### src/spw_consts.svh
`ifndef SPW_CONSTS_SVH
`define SPW_CONSTS_SVH

// register byte addresses
`define SPW_OFF_DATA    12'h300
`define SPW_OFF_CTRL    12'h304
`define SPW_OFF_STAT    12'h308
`define SPW_OFF_GAP     12'h30C
`define SPW_OFF_PIN     12'h310

// serial_main_control fields
`define SPW_CTL_MASTER  0
`define SPW_CTL_W16     1
`define SPW_CTL_GPIO    2
`define SPW_CTL_TEST1   3
`define SPW_CTL_CNT     14:8
`define SPW_CTL_CONT    15
`define SPW_CTL_XFER    31
`define SPW_CTL_MASK    32'h8000FF0F
`define SPW_CTL_RESET   32'h00000000

// fifo_free_count_status fields
`define SPW_STAT_BUSY   0
`define SPW_STAT_TX     15:9
`define SPW_STAT_RX     22:16

// inter_word_gap_count
`define SPW_GAP_MASK    32'h0000FFFF
`define SPW_GAP_RESET   32'h00000000

// serial_pin_io_control fields
`define SPW_PIN_MASK    32'h0000FFFF
`define SPW_PIN_RESET   32'h00000000
`define SPW_PIN_SCK     0
`define SPW_PIN_MOSI    1
`define SPW_PIN_MISO    2
`define SPW_PIN_SS      3
`define SPW_PIN_SS_OE   4
`define SPW_PIN_SS_IE   5
`define SPW_PIN_SCK_OE  6
`define SPW_PIN_SCK_IE  7
`define SPW_PIN_MOSI_OE 8
`define SPW_PIN_MOSI_IE 9
`define SPW_PIN_MISO_OE 10
`define SPW_PIN_MISO_IE 11
`define SPW_PIN_PU_SS   12
`define SPW_PIN_PU_SCK  13
`define SPW_PIN_PU_MOSI 14
`define SPW_PIN_PU_MISO 15

// fifo depths and word sizes
`define SPW_DEPTH8      7'h40
`define SPW_DEPTH16     7'h20
`define SPW_BITS8       5'h08
`define SPW_BITS16      5'h10

// timing
`define SPW_CLK_HZ      50000000
`define SPW_SCK_HZ      1000000
`define SPW_SCK_HALF    ((`SPW_CLK_HZ) / (2 * (`SPW_SCK_HZ)))
`define SPW_SCK_PER     (2 * (`SPW_SCK_HALF))
`define SPW_TST8_BIT    7
`define SPW_TST20_BIT   19

// bus responses
`define SPW_RESP_OK     2'h0
`define SPW_RESP_ERR    2'h2

`endif

### src/spw_pkg.sv
package spw_pkg;
  typedef enum logic [2:0] {
    ST_IDLE  = 3'b001,
    ST_SHIFT = 3'b010,
    ST_GAP   = 3'b100
  } spw_state_t;
endpackage

### src/spw_fifo_if.sv
`timescale 1ns/1ps
`default_nettype none
interface spw_fifo_if;
  logic        push;
  logic        pop;
  logic        flush;
  logic [15:0] wdata;
  logic [6:0]  cap;
  logic [15:0] rdata;
  logic [6:0]  count;
  logic        full;
  logic        empty;
  modport store (input push, pop, flush, wdata, cap,
                 output rdata, count, full, empty);
  modport user  (output push, pop, flush, wdata, cap,
                 input rdata, count, full, empty);
endinterface
`default_nettype wire

### src/spw_fifo.sv
`timescale 1ns/1ps
`default_nettype none
module spw_fifo (
  // clock and reset
  input wire logic aclk,
  input wire logic aresetn,
  // queue
  spw_fifo_if.store f
);
  logic [15:0] mem [64];
  logic [5:0]  wp;
  logic [5:0]  rp;
  logic [6:0]  cnt;
  wire         do_push = f.push & ~f.full;
  wire         do_pop  = f.pop & ~f.empty;

  assign f.rdata = mem[rp];
  assign f.count = cnt;
  assign f.full  = (cnt >= f.cap);
  assign f.empty = (cnt == 7'h00);

  always_ff @(posedge aclk) begin
    if (do_push) begin
      mem[wp] <= f.wdata;
    end
  end

  always_ff @(posedge aclk) begin
    if (!aresetn || f.flush) begin
      wp  <= 6'h00;
      rp  <= 6'h00;
      cnt <= 7'h00;
    end else begin
      if (do_push) begin
        wp <= wp + 6'h01;
      end
      if (do_pop) begin
        rp <= rp + 6'h01;
      end
      if (do_push && !do_pop) begin
        cnt <= cnt + 7'h01;
      end else if (do_pop && !do_push) begin
        cnt <= cnt - 7'h01;
      end
    end
  end
endmodule
`default_nettype wire

### src/spw_gap.sv
`timescale 1ns/1ps
`default_nettype none
`include "spw_consts.svh"
module spw_gap (
  // clock and reset
  input  wire logic        aclk,
  input  wire logic        aresetn,
  // control
  input  wire logic        start,
  input  wire logic [15:0] gap_len,
  // result
  output logic             done,
  output logic [15:0]      count
);
  logic [7:0] cyc;
  logic       run;

  // done lands one cycle after gap_len whole periods: strictly longer
  always_ff @(posedge aclk) begin
    if (!aresetn) begin
      run   <= 1'b0;
      cyc   <= 8'h00;
      count <= 16'h0000;
      done  <= 1'b0;
    end else begin
      done <= 1'b0;
      if (start) begin
        run   <= 1'b1;
        cyc   <= 8'h00;
        count <= 16'h0000;
      end else if (run) begin
        if (count == gap_len) begin
          run  <= 1'b0;
          done <= 1'b1;
        end else if (cyc == 8'(`SPW_SCK_PER - 1)) begin
          cyc   <= 8'h00;
          count <= count + 16'h0001;
        end else begin
          cyc <= cyc + 8'h01;
        end
      end
    end
  end
endmodule
`default_nettype wire

### src/spw_top.sv
// Behaviour
// transmit free count is read-only in status bits 15:9; depth 64 or 32
// transmit free reads 0 when full, 64 or 32 when empty
// receive free count is read-only in status bits 22:16; 31:23 zero
// receive free reads 0 when full, 32 or 64 when empty
// 8-bit words sit in data bits 7:0, bit 7 most significant
// 16-bit words use bits 15:8 high and 7:0 low, bit 15 MSB
// data read pops receive queue, write pushes transmit; bits 31:16 zero
// master leaves gap longer than serial period times gap register
// gap applies to write-started and enable-bit-started transfers
// pin bits 2:0 are clock, master-out, master-in data in pin mode
// test mode: bit 1 gap counter, bit 2 8-bit divider; read zero
// bit 3 is select pin data; test mode drives 20-bit divider
// 2-bit fields at 5:4..11:10 enable output and input per pin
// bits 15:12 are pull-up controls, 0 active, 1 inactive
// pull-ups active during reset, register-controlled afterwards
// enable bit 31 starts transfers without writes, still sends queue
// free counts follow every push and pop in the same cycle
// host checks free counts before reading or writing data port
//
// Design decision made here: register access over AXI4-Lite.
`timescale 1ns/1ps
`default_nettype none
`include "spw_consts.svh"
module spw_top (
  // clock and reset
  input  wire logic        aclk,
  input  wire logic        aresetn,
  // axi4-lite write address
  input  wire logic [11:0] awaddr,
  input  wire logic        awvalid,
  output logic             awready,
  // axi4-lite write data
  input  wire logic [31:0] wdata,
  input  wire logic [3:0]  wstrb,
  input  wire logic        wvalid,
  output logic             wready,
  // axi4-lite write response
  output logic [1:0]       bresp,
  output logic             bvalid,
  input  wire logic        bready,
  // axi4-lite read
  input  wire logic [11:0] araddr,
  input  wire logic        arvalid,
  output logic             arready,
  output logic [31:0]      rdata,
  output logic [1:0]       rresp,
  output logic             rvalid,
  input  wire logic        rready,
  // select pin, shared with indicator_output
  input  wire logic        select_shared_pin_i,
  output logic             select_shared_pin_o,
  output logic             select_shared_pin_oe,
  // clock pin
  input  wire logic        clock_shared_pin_i,
  output logic             clock_shared_pin_o,
  output logic             clock_shared_pin_oe,
  // master-out pin
  input  wire logic        mosi_shared_pin_i,
  output logic             mosi_shared_pin_o,
  output logic             mosi_shared_pin_oe,
  // master-in pin
  input  wire logic        miso_shared_pin_i,
  output logic             miso_shared_pin_o,
  output logic             miso_shared_pin_oe,
  // pull-up enables, high turns the pull-up on
  output logic             select_pin_pullup,
  output logic             clock_pin_pullup,
  output logic             mosi_pin_pullup,
  output logic             miso_pin_pullup
);
  logic [31:0] serial_main_control;
  logic [31:0] inter_word_gap_count;
  logic [31:0] serial_pin_io_control;

  spw_fifo_if tx_f ();
  spw_fifo_if rx_f ();

  spw_fifo u_tx (
    .aclk    (aclk),
    .aresetn (aresetn),
    .f       (tx_f)
  );

  spw_fifo u_rx (
    .aclk    (aclk),
    .aresetn (aresetn),
    .f       (rx_f)
  );

  // ---------------- bus slave ----------------
  logic        aw_got;
  logic        w_got;
  logic [11:0] aw_addr;
  logic [31:0] w_data;
  logic [3:0]  w_strb;

  wire aw_take  = awvalid & awready;
  wire w_take   = wvalid & wready;
  wire do_write = aw_got & w_got & ~bvalid;
  wire b_done   = bvalid & bready;
  wire ar_take  = arvalid & arready;
  wire r_done   = rvalid & rready;

  wire next_aw_got = aw_take | (aw_got & ~do_write);
  wire next_w_got  = w_take | (w_got & ~do_write);
  wire next_bvalid = do_write | (bvalid & ~b_done);
  wire next_rvalid = ar_take | (rvalid & ~r_done);

  wire [31:0] wmask = {{8{w_strb[3]}}, {8{w_strb[2]}},
                       {8{w_strb[1]}}, {8{w_strb[0]}}};
  wire [31:0] wr_merge_ctrl = (serial_main_control & ~wmask)
                              | (w_data & wmask);
  wire [31:0] ctrl_wval = wr_merge_ctrl & `SPW_CTL_MASK;

  wire wa_data = (aw_addr == `SPW_OFF_DATA);
  wire wa_ctrl = (aw_addr == `SPW_OFF_CTRL);
  wire wa_stat = (aw_addr == `SPW_OFF_STAT);
  wire wa_gap  = (aw_addr == `SPW_OFF_GAP);
  wire wa_pin  = (aw_addr == `SPW_OFF_PIN);
  wire wa_ok   = wa_data | wa_ctrl | wa_stat | wa_gap | wa_pin;

  wire wr_data = do_write & wa_data & (|w_strb[1:0]);
  wire wr_ctrl = do_write & wa_ctrl;
  wire wr_gap  = do_write & wa_gap;
  wire wr_pin  = do_write & wa_pin;

  always_ff @(posedge aclk) begin
    if (!aresetn) begin
      aw_got  <= 1'b0;
      w_got   <= 1'b0;
      aw_addr <= 12'h000;
      w_data  <= 32'h00000000;
      w_strb  <= 4'h0;
      awready <= 1'b0;
      wready  <= 1'b0;
      bvalid  <= 1'b0;
      bresp   <= `SPW_RESP_OK;
    end else begin
      aw_got  <= next_aw_got;
      w_got   <= next_w_got;
      bvalid  <= next_bvalid;
      awready <= ~next_aw_got & ~next_bvalid;
      wready  <= ~next_w_got & ~next_bvalid;
      if (aw_take) begin
        aw_addr <= awaddr;
      end
      if (w_take) begin
        w_data <= wdata;
        w_strb <= wstrb;
      end
      if (do_write) begin
        bresp <= wa_ok ? `SPW_RESP_OK : `SPW_RESP_ERR;
      end
    end
  end

  // ---------------- free counts ----------------
  wire       w16     = serial_main_control[`SPW_CTL_W16];
  wire [6:0] cap     = w16 ? `SPW_DEPTH16 : `SPW_DEPTH8;
  wire [6:0] tx_free = cap - tx_f.count;
  wire [6:0] rx_free = cap - rx_f.count;

  // ---------------- read path ----------------
  spw_pkg::spw_state_t state;
  logic [15:0] gap_cnt;
  logic [19:0] tst_cnt;

  wire gpio  = serial_main_control[`SPW_CTL_GPIO];
  wire test1 = serial_main_control[`SPW_CTL_TEST1];
  wire busy  = (state != spw_pkg::ST_IDLE);

  // in pin mode, pin data reads the pad when its input is enabled; test bits read zero
  wire rd_sck  = (gpio & serial_pin_io_control[`SPW_PIN_SCK_IE])
                 ? clock_shared_pin_i
                 : serial_pin_io_control[`SPW_PIN_SCK];
  wire rd_mosi = test1 ? 1'b0
                 : (gpio & serial_pin_io_control[`SPW_PIN_MOSI_IE])
                 ? mosi_shared_pin_i
                 : serial_pin_io_control[`SPW_PIN_MOSI];
  wire rd_miso = test1 ? 1'b0
                 : (gpio & serial_pin_io_control[`SPW_PIN_MISO_IE])
                 ? miso_shared_pin_i
                 : serial_pin_io_control[`SPW_PIN_MISO];
  wire rd_ss   = test1 ? 1'b0
                 : (gpio & serial_pin_io_control[`SPW_PIN_SS_IE])
                 ? select_shared_pin_i
                 : serial_pin_io_control[`SPW_PIN_SS];

  wire [31:0] stat_val = {9'h000, rx_free, tx_free, 8'h00, busy};
  wire [31:0] pin_val  = {16'h0000, serial_pin_io_control[15:4],
                          rd_ss, rd_miso, rd_mosi, rd_sck};
  // empty receive queue reads zero rather than stale storage
  wire [31:0] data_val = rx_f.empty ? 32'h00000000
                         : {16'h0000, rx_f.rdata};

  wire ra_data = (araddr == `SPW_OFF_DATA);
  wire ra_ctrl = (araddr == `SPW_OFF_CTRL);
  wire ra_stat = (araddr == `SPW_OFF_STAT);
  wire ra_gap  = (araddr == `SPW_OFF_GAP);
  wire ra_pin  = (araddr == `SPW_OFF_PIN);
  wire ra_ok   = ra_data | ra_ctrl | ra_stat | ra_gap | ra_pin;

  wire [31:0] rd_val = ra_data ? data_val
                     : ra_ctrl ? serial_main_control
                     : ra_stat ? stat_val
                     : ra_gap  ? inter_word_gap_count
                     : ra_pin  ? pin_val
                     : 32'h00000000;

  always_ff @(posedge aclk) begin
    if (!aresetn) begin
      rvalid  <= 1'b0;
      arready <= 1'b0;
      rdata   <= 32'h00000000;
      rresp   <= `SPW_RESP_OK;
    end else begin
      rvalid  <= next_rvalid;
      arready <= ~next_rvalid;
      if (ar_take) begin
        rdata <= rd_val;
        rresp <= ra_ok ? `SPW_RESP_OK : `SPW_RESP_ERR;
      end
    end
  end

  // ---------------- serial engine ----------------
  logic        sck;
  logic [7:0]  half_cnt;
  logic [15:0] sh_tx;
  logic [15:0] sh_rx;
  logic [4:0]  bit_cnt;
  logic [6:0]  words_left;
  logic        gap_done;

  wire       master   = serial_main_control[`SPW_CTL_MASTER];
  wire       xfer     = serial_main_control[`SPW_CTL_XFER];
  wire       cont     = serial_main_control[`SPW_CTL_CONT];
  wire       can_run  = master & ~gpio;
  wire [4:0] nbits    = w16 ? `SPW_BITS16 : `SPW_BITS8;
  wire       half_tick = (half_cnt == 8'(`SPW_SCK_HALF - 1));
  wire       xfer_go  = xfer & (cont | (words_left != 7'h00));
  wire       xfer_end = xfer & ~cont & (words_left == 7'h00);
  wire       in_idle  = (state == spw_pkg::ST_IDLE);
  wire       start_word = in_idle & can_run & (~tx_f.empty | xfer_go);
  wire       last_fall  = (state == spw_pkg::ST_SHIFT) & half_tick & sck
                          & (bit_cnt == nbits - 5'h01);
  wire       hw_clr_xfer = (start_word & xfer & ~cont
                            & (words_left == 7'h01))
                           | (in_idle & can_run & xfer_end);
  // 8-bit words leave from bit 7, so lift them to the shifter top
  wire [15:0] tx_word = tx_f.empty ? 16'h0000
                        : w16 ? tx_f.rdata
                        : {tx_f.rdata[7:0], 8'h00};

  assign tx_f.push  = wr_data;
  assign tx_f.wdata = w16 ? w_data[15:0]
                      : {8'h00, w_data[7:0]};
  assign tx_f.pop   = start_word & ~tx_f.empty;
  assign tx_f.cap   = cap;
  // changing word width would reinterpret stored words, so both flush
  assign tx_f.flush = wr_ctrl & (ctrl_wval[`SPW_CTL_W16] != w16);
  assign rx_f.push  = last_fall;
  assign rx_f.wdata = w16 ? sh_rx : {8'h00, sh_rx[7:0]};
  assign rx_f.pop   = ar_take & ra_data & ~rx_f.empty;
  assign rx_f.cap   = cap;
  assign rx_f.flush = tx_f.flush;

  spw_gap u_gap (
    .aclk    (aclk),
    .aresetn (aresetn),
    .start   (last_fall),
    .gap_len (inter_word_gap_count[15:0]),
    .done    (gap_done),
    .count   (gap_cnt)
  );

  always_ff @(posedge aclk) begin
    if (!aresetn) begin
      serial_main_control   <= `SPW_CTL_RESET;
      inter_word_gap_count  <= `SPW_GAP_RESET;
      serial_pin_io_control <= `SPW_PIN_RESET;
      words_left            <= 7'h00;
    end else begin
      // software write of the enable bit wins over the hardware clear
      if (wr_ctrl) begin
        serial_main_control <= ctrl_wval;
        words_left          <= ctrl_wval[`SPW_CTL_CNT];
      end else begin
        if (hw_clr_xfer) begin
          serial_main_control[`SPW_CTL_XFER] <= 1'b0;
        end
        if (start_word & xfer & ~cont) begin
          words_left <= words_left - 7'h01;
        end
      end
      if (wr_gap) begin
        inter_word_gap_count <= ((inter_word_gap_count & ~wmask)
                                 | (w_data & wmask)) & `SPW_GAP_MASK;
      end
      if (wr_pin) begin
        serial_pin_io_control <= ((serial_pin_io_control & ~wmask)
                                  | (w_data & wmask)) & `SPW_PIN_MASK;
      end
    end
  end

  always_ff @(posedge aclk) begin
    if (!aresetn) begin
      state    <= spw_pkg::ST_IDLE;
      sck      <= 1'b0;
      half_cnt <= 8'h00;
      sh_tx    <= 16'h0000;
      sh_rx    <= 16'h0000;
      bit_cnt  <= 5'h00;
      tst_cnt  <= 20'h00000;
    end else begin
      tst_cnt <= tst_cnt + 20'h00001;
      unique case (state)
        spw_pkg::ST_IDLE: begin
          if (start_word) begin
            state    <= spw_pkg::ST_SHIFT;
            sh_tx    <= tx_word;
            bit_cnt  <= 5'h00;
            half_cnt <= 8'h00;
            sck      <= 1'b0;
          end
        end
        spw_pkg::ST_SHIFT: begin
          half_cnt <= half_tick ? 8'h00 : half_cnt + 8'h01;
          if (half_tick) begin
            sck <= ~sck;
            if (!sck) begin
              sh_rx <= {sh_rx[14:0], miso_shared_pin_i};
            end else begin
              sh_tx   <= {sh_tx[14:0], 1'b0};
              bit_cnt <= bit_cnt + 5'h01;
              if (last_fall) begin
                state <= spw_pkg::ST_GAP;
              end
            end
          end
        end
        spw_pkg::ST_GAP: begin
          if (gap_done) begin
            state <= spw_pkg::ST_IDLE;
          end
        end
      endcase
    end
  end

  // ---------------- pads ----------------
  always_ff @(posedge aclk) begin
    if (!aresetn) begin
      select_shared_pin_o  <= 1'b0;
      select_shared_pin_oe <= 1'b0;
      clock_shared_pin_o   <= 1'b0;
      clock_shared_pin_oe  <= 1'b0;
      mosi_shared_pin_o    <= 1'b0;
      mosi_shared_pin_oe   <= 1'b0;
      miso_shared_pin_o    <= 1'b0;
      miso_shared_pin_oe   <= 1'b0;
      select_pin_pullup    <= 1'b1;
      clock_pin_pullup     <= 1'b1;
      mosi_pin_pullup      <= 1'b1;
      miso_pin_pullup      <= 1'b1;
    end else begin
      select_pin_pullup <= ~serial_pin_io_control[`SPW_PIN_PU_SS];
      clock_pin_pullup  <= ~serial_pin_io_control[`SPW_PIN_PU_SCK];
      mosi_pin_pullup   <= ~serial_pin_io_control[`SPW_PIN_PU_MOSI];
      miso_pin_pullup   <= ~serial_pin_io_control[`SPW_PIN_PU_MISO];
      if (gpio) begin
        select_shared_pin_oe <= serial_pin_io_control[`SPW_PIN_SS_OE];
        clock_shared_pin_oe  <= serial_pin_io_control[`SPW_PIN_SCK_OE];
        mosi_shared_pin_oe   <= serial_pin_io_control[`SPW_PIN_MOSI_OE];
        miso_shared_pin_oe   <= serial_pin_io_control[`SPW_PIN_MISO_OE];
        clock_shared_pin_o   <= serial_pin_io_control[`SPW_PIN_SCK];
        if (test1) begin
          mosi_shared_pin_o   <= gap_cnt[0];
          miso_shared_pin_o   <= tst_cnt[`SPW_TST8_BIT];
          select_shared_pin_o <= tst_cnt[`SPW_TST20_BIT];
        end else begin
          mosi_shared_pin_o   <= serial_pin_io_control[`SPW_PIN_MOSI];
          miso_shared_pin_o   <= serial_pin_io_control[`SPW_PIN_MISO];
          select_shared_pin_o <= serial_pin_io_control[`SPW_PIN_SS];
        end
      end else if (master) begin
        // select is low only while bits move, high across the gap
        select_shared_pin_o  <= (state != spw_pkg::ST_SHIFT);
        select_shared_pin_oe <= 1'b1;
        clock_shared_pin_o   <= sck;
        clock_shared_pin_oe  <= 1'b1;
        mosi_shared_pin_o    <= sh_tx[15];
        mosi_shared_pin_oe   <= 1'b1;
        miso_shared_pin_o    <= 1'b0;
        miso_shared_pin_oe   <= 1'b0;
      end else begin
        // slave operation is outside this block: pads float
        select_shared_pin_o  <= 1'b0;
        select_shared_pin_oe <= 1'b0;
        clock_shared_pin_o   <= 1'b0;
        clock_shared_pin_oe  <= 1'b0;
        mosi_shared_pin_o    <= 1'b0;
        mosi_shared_pin_oe   <= 1'b0;
        miso_shared_pin_o    <= 1'b0;
        miso_shared_pin_oe   <= 1'b0;
      end
    end
  end
endmodule
`default_nettype wire

### config.mk
export PLATFORM = sky130hd
export DESIGN_NAME = spw_top
export DESIGN_NICKNAME = d
export VERILOG_FILES = /design/src/spw_pkg.sv /design/src/spw_fifo_if.sv /design/src/spw_fifo.sv /design/src/spw_gap.sv /design/src/spw_top.sv
export VERILOG_INCLUDE_DIRS = /design/src
export SDC_FILE = /design/constraint.sdc
export NUM_CORES = 2
export LEC_CHECK = 0
export BUFFER_PORTS_ARGS = -buffer_cell sky130_fd_sc_hd__buf_2
export CORE_AREA = 2 2 403 405
export DETAILED_ROUTE_END_ITERATION = 7
export DIE_AREA = 0 0 405 407
export PLACE_DENSITY_LB_ADDON = 0.2
export SYNTH_ARGS = -nofsm -noshare
export SYNTH_HDL_FRONTEND = slang
export SYNTH_HIERARCHICAL = 1
export SYNTH_SLANG_ARGS = --single-unit
### constraint.sdc
create_clock -name aclk -period 5.2 [get_ports aclk]
set_input_delay 0.78 -clock aclk [delete_from_list [all_inputs] [get_ports aclk]]
set_output_delay 0.78 -clock aclk [all_outputs]
set_load 0.05 [all_outputs]
# After elaboration in Yosys (flattened, before gate mapping)
# Memories as Yosys holds them, arrays and structs flattened. A register that Yosys moved wholly into a read port is not among the register bits.
# Cells that the tools add are included.
# Widths: inputs -> output; s select.
op_classes:
  addsub: 17
  n_mul: 0
  div_mod_pow: 0
  magnitude_cmp: 2
  eq_ne: 26
  shift: 0
  mux: 75
  bitwise_logic: 88
  n_reduce_logical: 30
op_table:
  columns: ["cell", "n"]
  rows:
  - ["$mux 16", 10]
  - ["$eq 12x10->1 const B", 10]
  - ["$and 32x32->32", 2]
  - ["$mux 32", 2]
  - ["$mux 7", 7]
  - ["$and 1x1->1", 43]
  - ["$and 16x16->16", 2]
  - ["$mux 1", 32]
  - ["$not 32->32", 1]
  - ["$or 16x16->16", 2]
  - ["$or 32x32->32", 1]
  - ["$pmux 16 s2", 1]
  - ["$add 6x1->6 const B", 4]
  - ["$mux 6", 4]
  - ["$mux 8", 3]
  - ["$mux 23", 1]
  - ["$not 1->1", 22]
  - ["$logic_not 7->1", 3]
  - ["$sub 7x1->7 const B", 3]
  - ["$add 20x1->20 const B", 1]
  - ["$mux 5", 4]
  - ["$add 16x1->16 const B", 1]
  - ["$add 8x1->8 const B", 2]
  - ["$eq 16x16->1", 1]
  - ["other kinds (35)", 76]
word_totals:
  ff_bits: 288
  latch_bits: 0
  ramBits: 2048
  rom_bits: 0
  in_bits: 71
  out_inout_bits: 53
  wordCells: 287
  n_memories: 2
memory_table:
  columns: ["memory", "words", "width", "rd", "rd_ports_with_merged_regs", "wr", "line", "source"]
  rows:
  - ["u_rx.mem", 64, 16, 1, 1, 1, "spw_fifo.sv:10", "logic [15:0] mem [64];"]
  - ["u_tx.mem", 64, 16, 1, 1, 1, "spw_fifo.sv:10", null]

# Logic depth before layout (Yosys ltp)
logic_depth:
  word_depth: 11
  ltp_mapped: 18
  mapped_depth_nobuf: 16

# Hierarchy
# The synthesis kept the hierarchy.
modules_own_cells:
  columns: ["module", "instances", "cells_per_inst", "area_each_um2", "seq_area_each_um2"]
  rows:
  - ["spw_fifo (u_tx)", 1, 2028, 41060.6, 31250.0]
  - ["spw_fifo (u_rx)", 1, 1907, 40804.1, 31250.0]
  - ["spw_top", 1, 1071, 9251.4, 3963.8]
  - ["spw_gap", 1, 176, 1500.2, 520.5]

# Worst setup path after synthesis
# OpenSTA, ideal clock, no wires.
synth_timing:
  path_type: "input-to-reg"
  from: "input port araddr[2]"
  to: "register u_rx.cnt[6] (netlist: u_rx/f.count[6])"
  setup_time_ps: 127
  t_arrival_ps: 3791
  required_time_ps: 5073
  setup_slack_ps: 1282
  path_stages: 15
  n_path_buf: 2
  path_cell_list: "nor4_1 > clkbuf_1 > and3_1 > and2_1 > clkbuf_1 > inv_1 > ha_1 > inv_1 > ha_1 > a21o_1 > a21oi_1 > o21ai_0 > o311ai_0 > xnor2_1 > nor2_1"
synth_between:
  elab_chain_len: 7
  elab_cells_between_ends: 9
  classes_between: "eq/ne (1); mux (1); bitwise (3); reduce/logical (4)"
synth_rtl:
  columns: ["element", "line", "source"]
  rows:
  - ["from (decl)", "spw_top.sv:43", "input wire logic [11:0] araddr,"]
  - ["$eq 12x10->1 (no line) (*)", null, null]
  - ["$and 1x1->1 (*) (2 in a row)", "spw_top.sv:265", "assign rx_f.pop = ar_take & ra_data & ~rx_f.empty;"]
  - ["named net rx_f.pop", "spw_fifo_if.sv:5", "logic pop;"]
  - ["$and 1x1->1 (*)", "spw_fifo.sv:15", "wire do_pop = f.pop & ~f.empty;"]
  - ["$logic_not 1->1", "spw_fifo.sv:40", "if (do_push && !do_pop) begin"]
  - ["$logic_and 1x1->1", "spw_fifo.sv:40", null]
  - ["$mux 7 or $reduce_bool 2->1 (tied branches)", null, null]
  - ["to (signal assigned)", "spw_fifo.sv:41", "cnt <= cnt + 7'h01;"]
  - ["to (signal assigned)", "spw_fifo.sv:43", "cnt <= cnt - 7'h01;"]
  - ["to (decl)", "spw_fifo.sv:13", "logic [6:0] cnt;"]
# Mark *: on every way through the listed nets, which the timed path passes. The rest lies on a longest branch.
# A chain may end at the register's enable or synchronous reset.

# Final worst setup path
layout_timing:
  from: "register serial_main_control[1]"
  to: "register u_rx.cnt[6] (netlist: u_rx/f.count[6])"
layout_between:
  elab_cells_between_ends: 18
  classes_between: "add/sub (1); order compare (1); eq/ne (2); mux (3); bitwise (6); reduce/logical (5)"
layout_lines:
  columns: ["element", "line", "source"]
  rows:
  - ["from (decl)", "spw_top.sv:72", "logic [31:0] serial_main_control;"]
  - ["from (signal assigned)", "spw_top.sv:280", "serial_main_control <= `SPW_CTL_RESET;"]
  - ["from (signal assigned)", "spw_top.sv:287", "serial_main_control <= ctrl_wval;"]
  - ["$mux 7 (no line) (*)", null, null]
  - ["named net cap[6]", "spw_top.sv:160", "wire [6:0] cap = w16 ? `SPW_DEPTH16 : `SPW_DEPTH8;"]
  - ["$ge 7x7->1 (*)", "spw_fifo.sv:19", "assign f.full = (cnt >= f.cap);"]
  - ["$not 1->1 (*)", "spw_fifo.sv:14", "wire do_push = f.push & ~f.full;"]
  - ["$and 1x1->1 (*)", "spw_fifo.sv:14", null]
  - ["named net u_rx.do_push", "spw_fifo.sv:14", null]
  - ["$logic_not 1->1", "spw_fifo.sv:42", "end else if (do_pop && !do_push) begin"]
  - ["$logic_and 1x1->1", "spw_fifo.sv:42", null]
  - ["$reduce_bool 2->1 (no line)", null, null]
# Marks and branches as above.

==> key figures <==
Status
  • Outcome: completed

Worst hold path
  • HP Class: input pin to flip-flop

Yosys
  • Synthesized area: 0.0926 sq mm
  • Post-synthesis cell count: 5180
  • Mean Syn Cell Area: 17.9 sq um
  • YS warnings: 6

Power and ir drop
  • LEAKAGE: 32.4 nW
  • Switching power: 7.01 mW
  • Pint: 29.3 mW
  • VDD IR max: 0.000392 V
  • Comb power frac: 0.8%
  • Sw Ratio: 19.3%
  • Power per cell area: 350 mW/mm^2
  • Clock power share: 44.0%
  • Part of the power in registers: 55.3%

Worst setup path
  • Worst path slowest cell: o211ai_1
  • CP Class: flip-flop to flip-flop
  • Worst EP arrival: 5.02 ns
  • CP dominant cell by count: inv_1
  • Crit path capture type: flip-flop
  • CP startpoint kind: flip-flop
  • WP data required: 5.92 ns
  • Ordered list of cells on the worst path: inv_1 -> inv_1 -> ha_1 -> nand4_1 -> o211ai_1 -> inv_1 -> ha_1 -> inv_1 -> ha_1 -> a21o_1 -> a21oi_1 -> o21ai_0 -> o311ai_0 -> xnor2_1 -> nor2_1
  • CP peak stage delay: 0.95 ns
  • Reg2reg setup slack: 0.90 ns
  • Crit path max fanout: 20

GRT
  • Gr usage total: 26.7%
  • Global-route wire length before repair: 320 mm
  • Congestion Overflow GR: 0
  • Largest net degree at the start of global routing: 131
  • Vias in the first global route: 48300
  • Antenna violations before repair: 1

STA
  • Slew Limit Headroom: 13.3%
  • Fmax: 0.232 GHz
  • Final worst slack: 0.896 ns
  • RSZ-0062 raised after global routing: false
  • Worst hold slack: 0.210 ns
  • Final setup viols: 0
  • Sum Neg Setup Slack: 0 ns
  • Clk_skew: 0.0368 ns
  • Tightest Pin Transition: 1.30 ns
  • Crit share post-route: 82.8%
  • Fin. Hold Viols: 0
  • Final Slew Violations: 0
  • Final min period: 4.30 ns

Clock tree
  • Post_cts resized: 0
  • CTS clk-pin slew, worst paths: 0.06 ns
  • Clock Latency Late Sink: 0.84 ns
  • H-tree depth: 4
  • CTS Sinks: 2322
  • Setup repair bufs after CTS: 0
  • Root Buffer: clkbuf_16
  • Cts hold-fix bufs: 0
  • Maximum root-to-sink buffer count: 3
  • CTS buffer count: 222
  • TritonCTS clock tree: built

Die
  • Row count: 147
  • Die area: 0.165 sq mm
  • Die height: 407 microns
  • Initial Util: 57.8%
  • Top Ports: 124
  • Core Footprint: 0.160 sq mm
  • Die W: 405 microns

Detailed routing
  • Via density: 6.29
  • DR WL/cell: 27.9 microns
  • Total wire length: 219 mm
  • Initial drt markers: 5960
  • Routed Antenna Nets: 0
  • Via count: 49300
  • Remaining DRCs: 0
  • DRT Pass-1 Iters: 8

Finish
  • Filler cells: 10900
  • Post-Layout Cell Count: 7826
  • Layout Nets: 5588
  • Layout cells sized above 1: 22.2%
  • Area growth syn-to-layout: 12.0%

Placed design
  • Gpl congestion: 0.916
  • Place WS: 0.884 ns
  • PortBufs: 97
  • DP Cell Count: 7405
  • Dpl hpwl: 132 mm

Job
  • Max Cap Viol: 0
worst max-delay path, delay by kind of cell (launching register included):
family	cells	cell delay (ns)
AOI/OAI and AO/OA	5	1.66
xor gates and xnor gates	1	0.17
adders and majority gates	3	0.81
buffers and inverters	4	0.66
DFF	1	0.74
and+or+nand+nor	2	0.17
final timing paths:
check | from | endpoint | cells past startpoint
min | wdata[3] | w_data[3] | 3
min reg2reg | flip-flop | mosi_pin_pullup | 1
max | serial_main_control[1] | u_rx/f.count[6] | 15
max reg2reg | serial_main_control[1] | u_rx/f.count[6] | 15
metrics by stage:
| step | area, sq um | utilization [%] | total power [mW] |
|---|---|---|---|
| 2_1_floorplan | 92700 | - | 20.6 |
| 3_3_place_gp | 96500 | 60.2 | 20.7 |
| 3_5_place_dp | 96500 | 60.2 | 20.8 |
| 4_1_cts | 104000 | 64.7 | 36.6 |
| 5_1_grt | 104000 | 64.7 | 37.3 |
| 6_report | 104000 | 64.7 | 36.3 |
registers in the layout, indices dropped and copies added (netlist names), 5 cells and up, named ones only:
name,count
aw_addr,12
bit_cnt,5
half_cnt,8
rdata,24
serial_main_control,9
sh_rx,16
sh_tx,16
tst_cnt,20
u_gap/count,16
u_gap/cyc,8
u_rx/f.count,7
u_rx/mem,1024
u_rx/rp,6
u_rx/wp,6
u_tx/f.count,7
u_tx/mem,1024
u_tx/rp,6
u_tx/wp,6
w_data,17
words_left,7
power groups by stage:
stage | sequential [mW] | combinational, mW | clock [mW]
floorplan | 20.5 | 0.126 | 0
global placement | 20.5 | 0.272 | 0
detailed placement | 20.5 | 0.277 | 0
CTS | 20.1 | 0.278 | 16.2
global route | 20.1 | 0.302 | 16.9
finish | 20.1 | 0.277 | 16.0
routing by layer:
metal  up-vias  share of wire [%]  GRT usage (%)
met5         -             0.0046              0
met2      2103                 49           43.1
met4         2                3.8           10.1
met1     25400                 40           37.0
li1      21300                  -              -
met3       410                7.6           4.38
area by class of cell:
class / count / area, sq um / area share (%)
clock buffer: 296 / 6000 / 5.78
multi-input combinational: 2507 / 23900 / 23.0
clock inverter: 124 / 1260 / 1.22
tap: 2160 / 2700 / 2.61
timing repair buffer: 354 / 2580 / 2.49
inverter: 62 / 233 / 0.224
antenna: 1 / 2.50 / 0.00241
sequential: 2322 / 67000 / 64.6
placed cells by master, fill, tap and decap left out, types with 42 or more instances in the layout:
cell type and count:
buf_2 96, buf_4 244, mux2_2 51, clkbuf_1 61
nand3_1 83, nand4_1 42, edfxtp_1 2048, mux4_2 463
o21ai_0 145, nor2b_1 93, dfxtp_1 247, a21oi_1 111
xnor2_1 52, nor2_1 245, clkbuf_16 225, clkinv_1 43
a21boi_0 43, mux2i_1 220, a211oi_1 53, nand2_1 249
a22oi_1 50, and2_1 51, inv_1 62, ha_1 46
(Power assumes the default switching activity.)
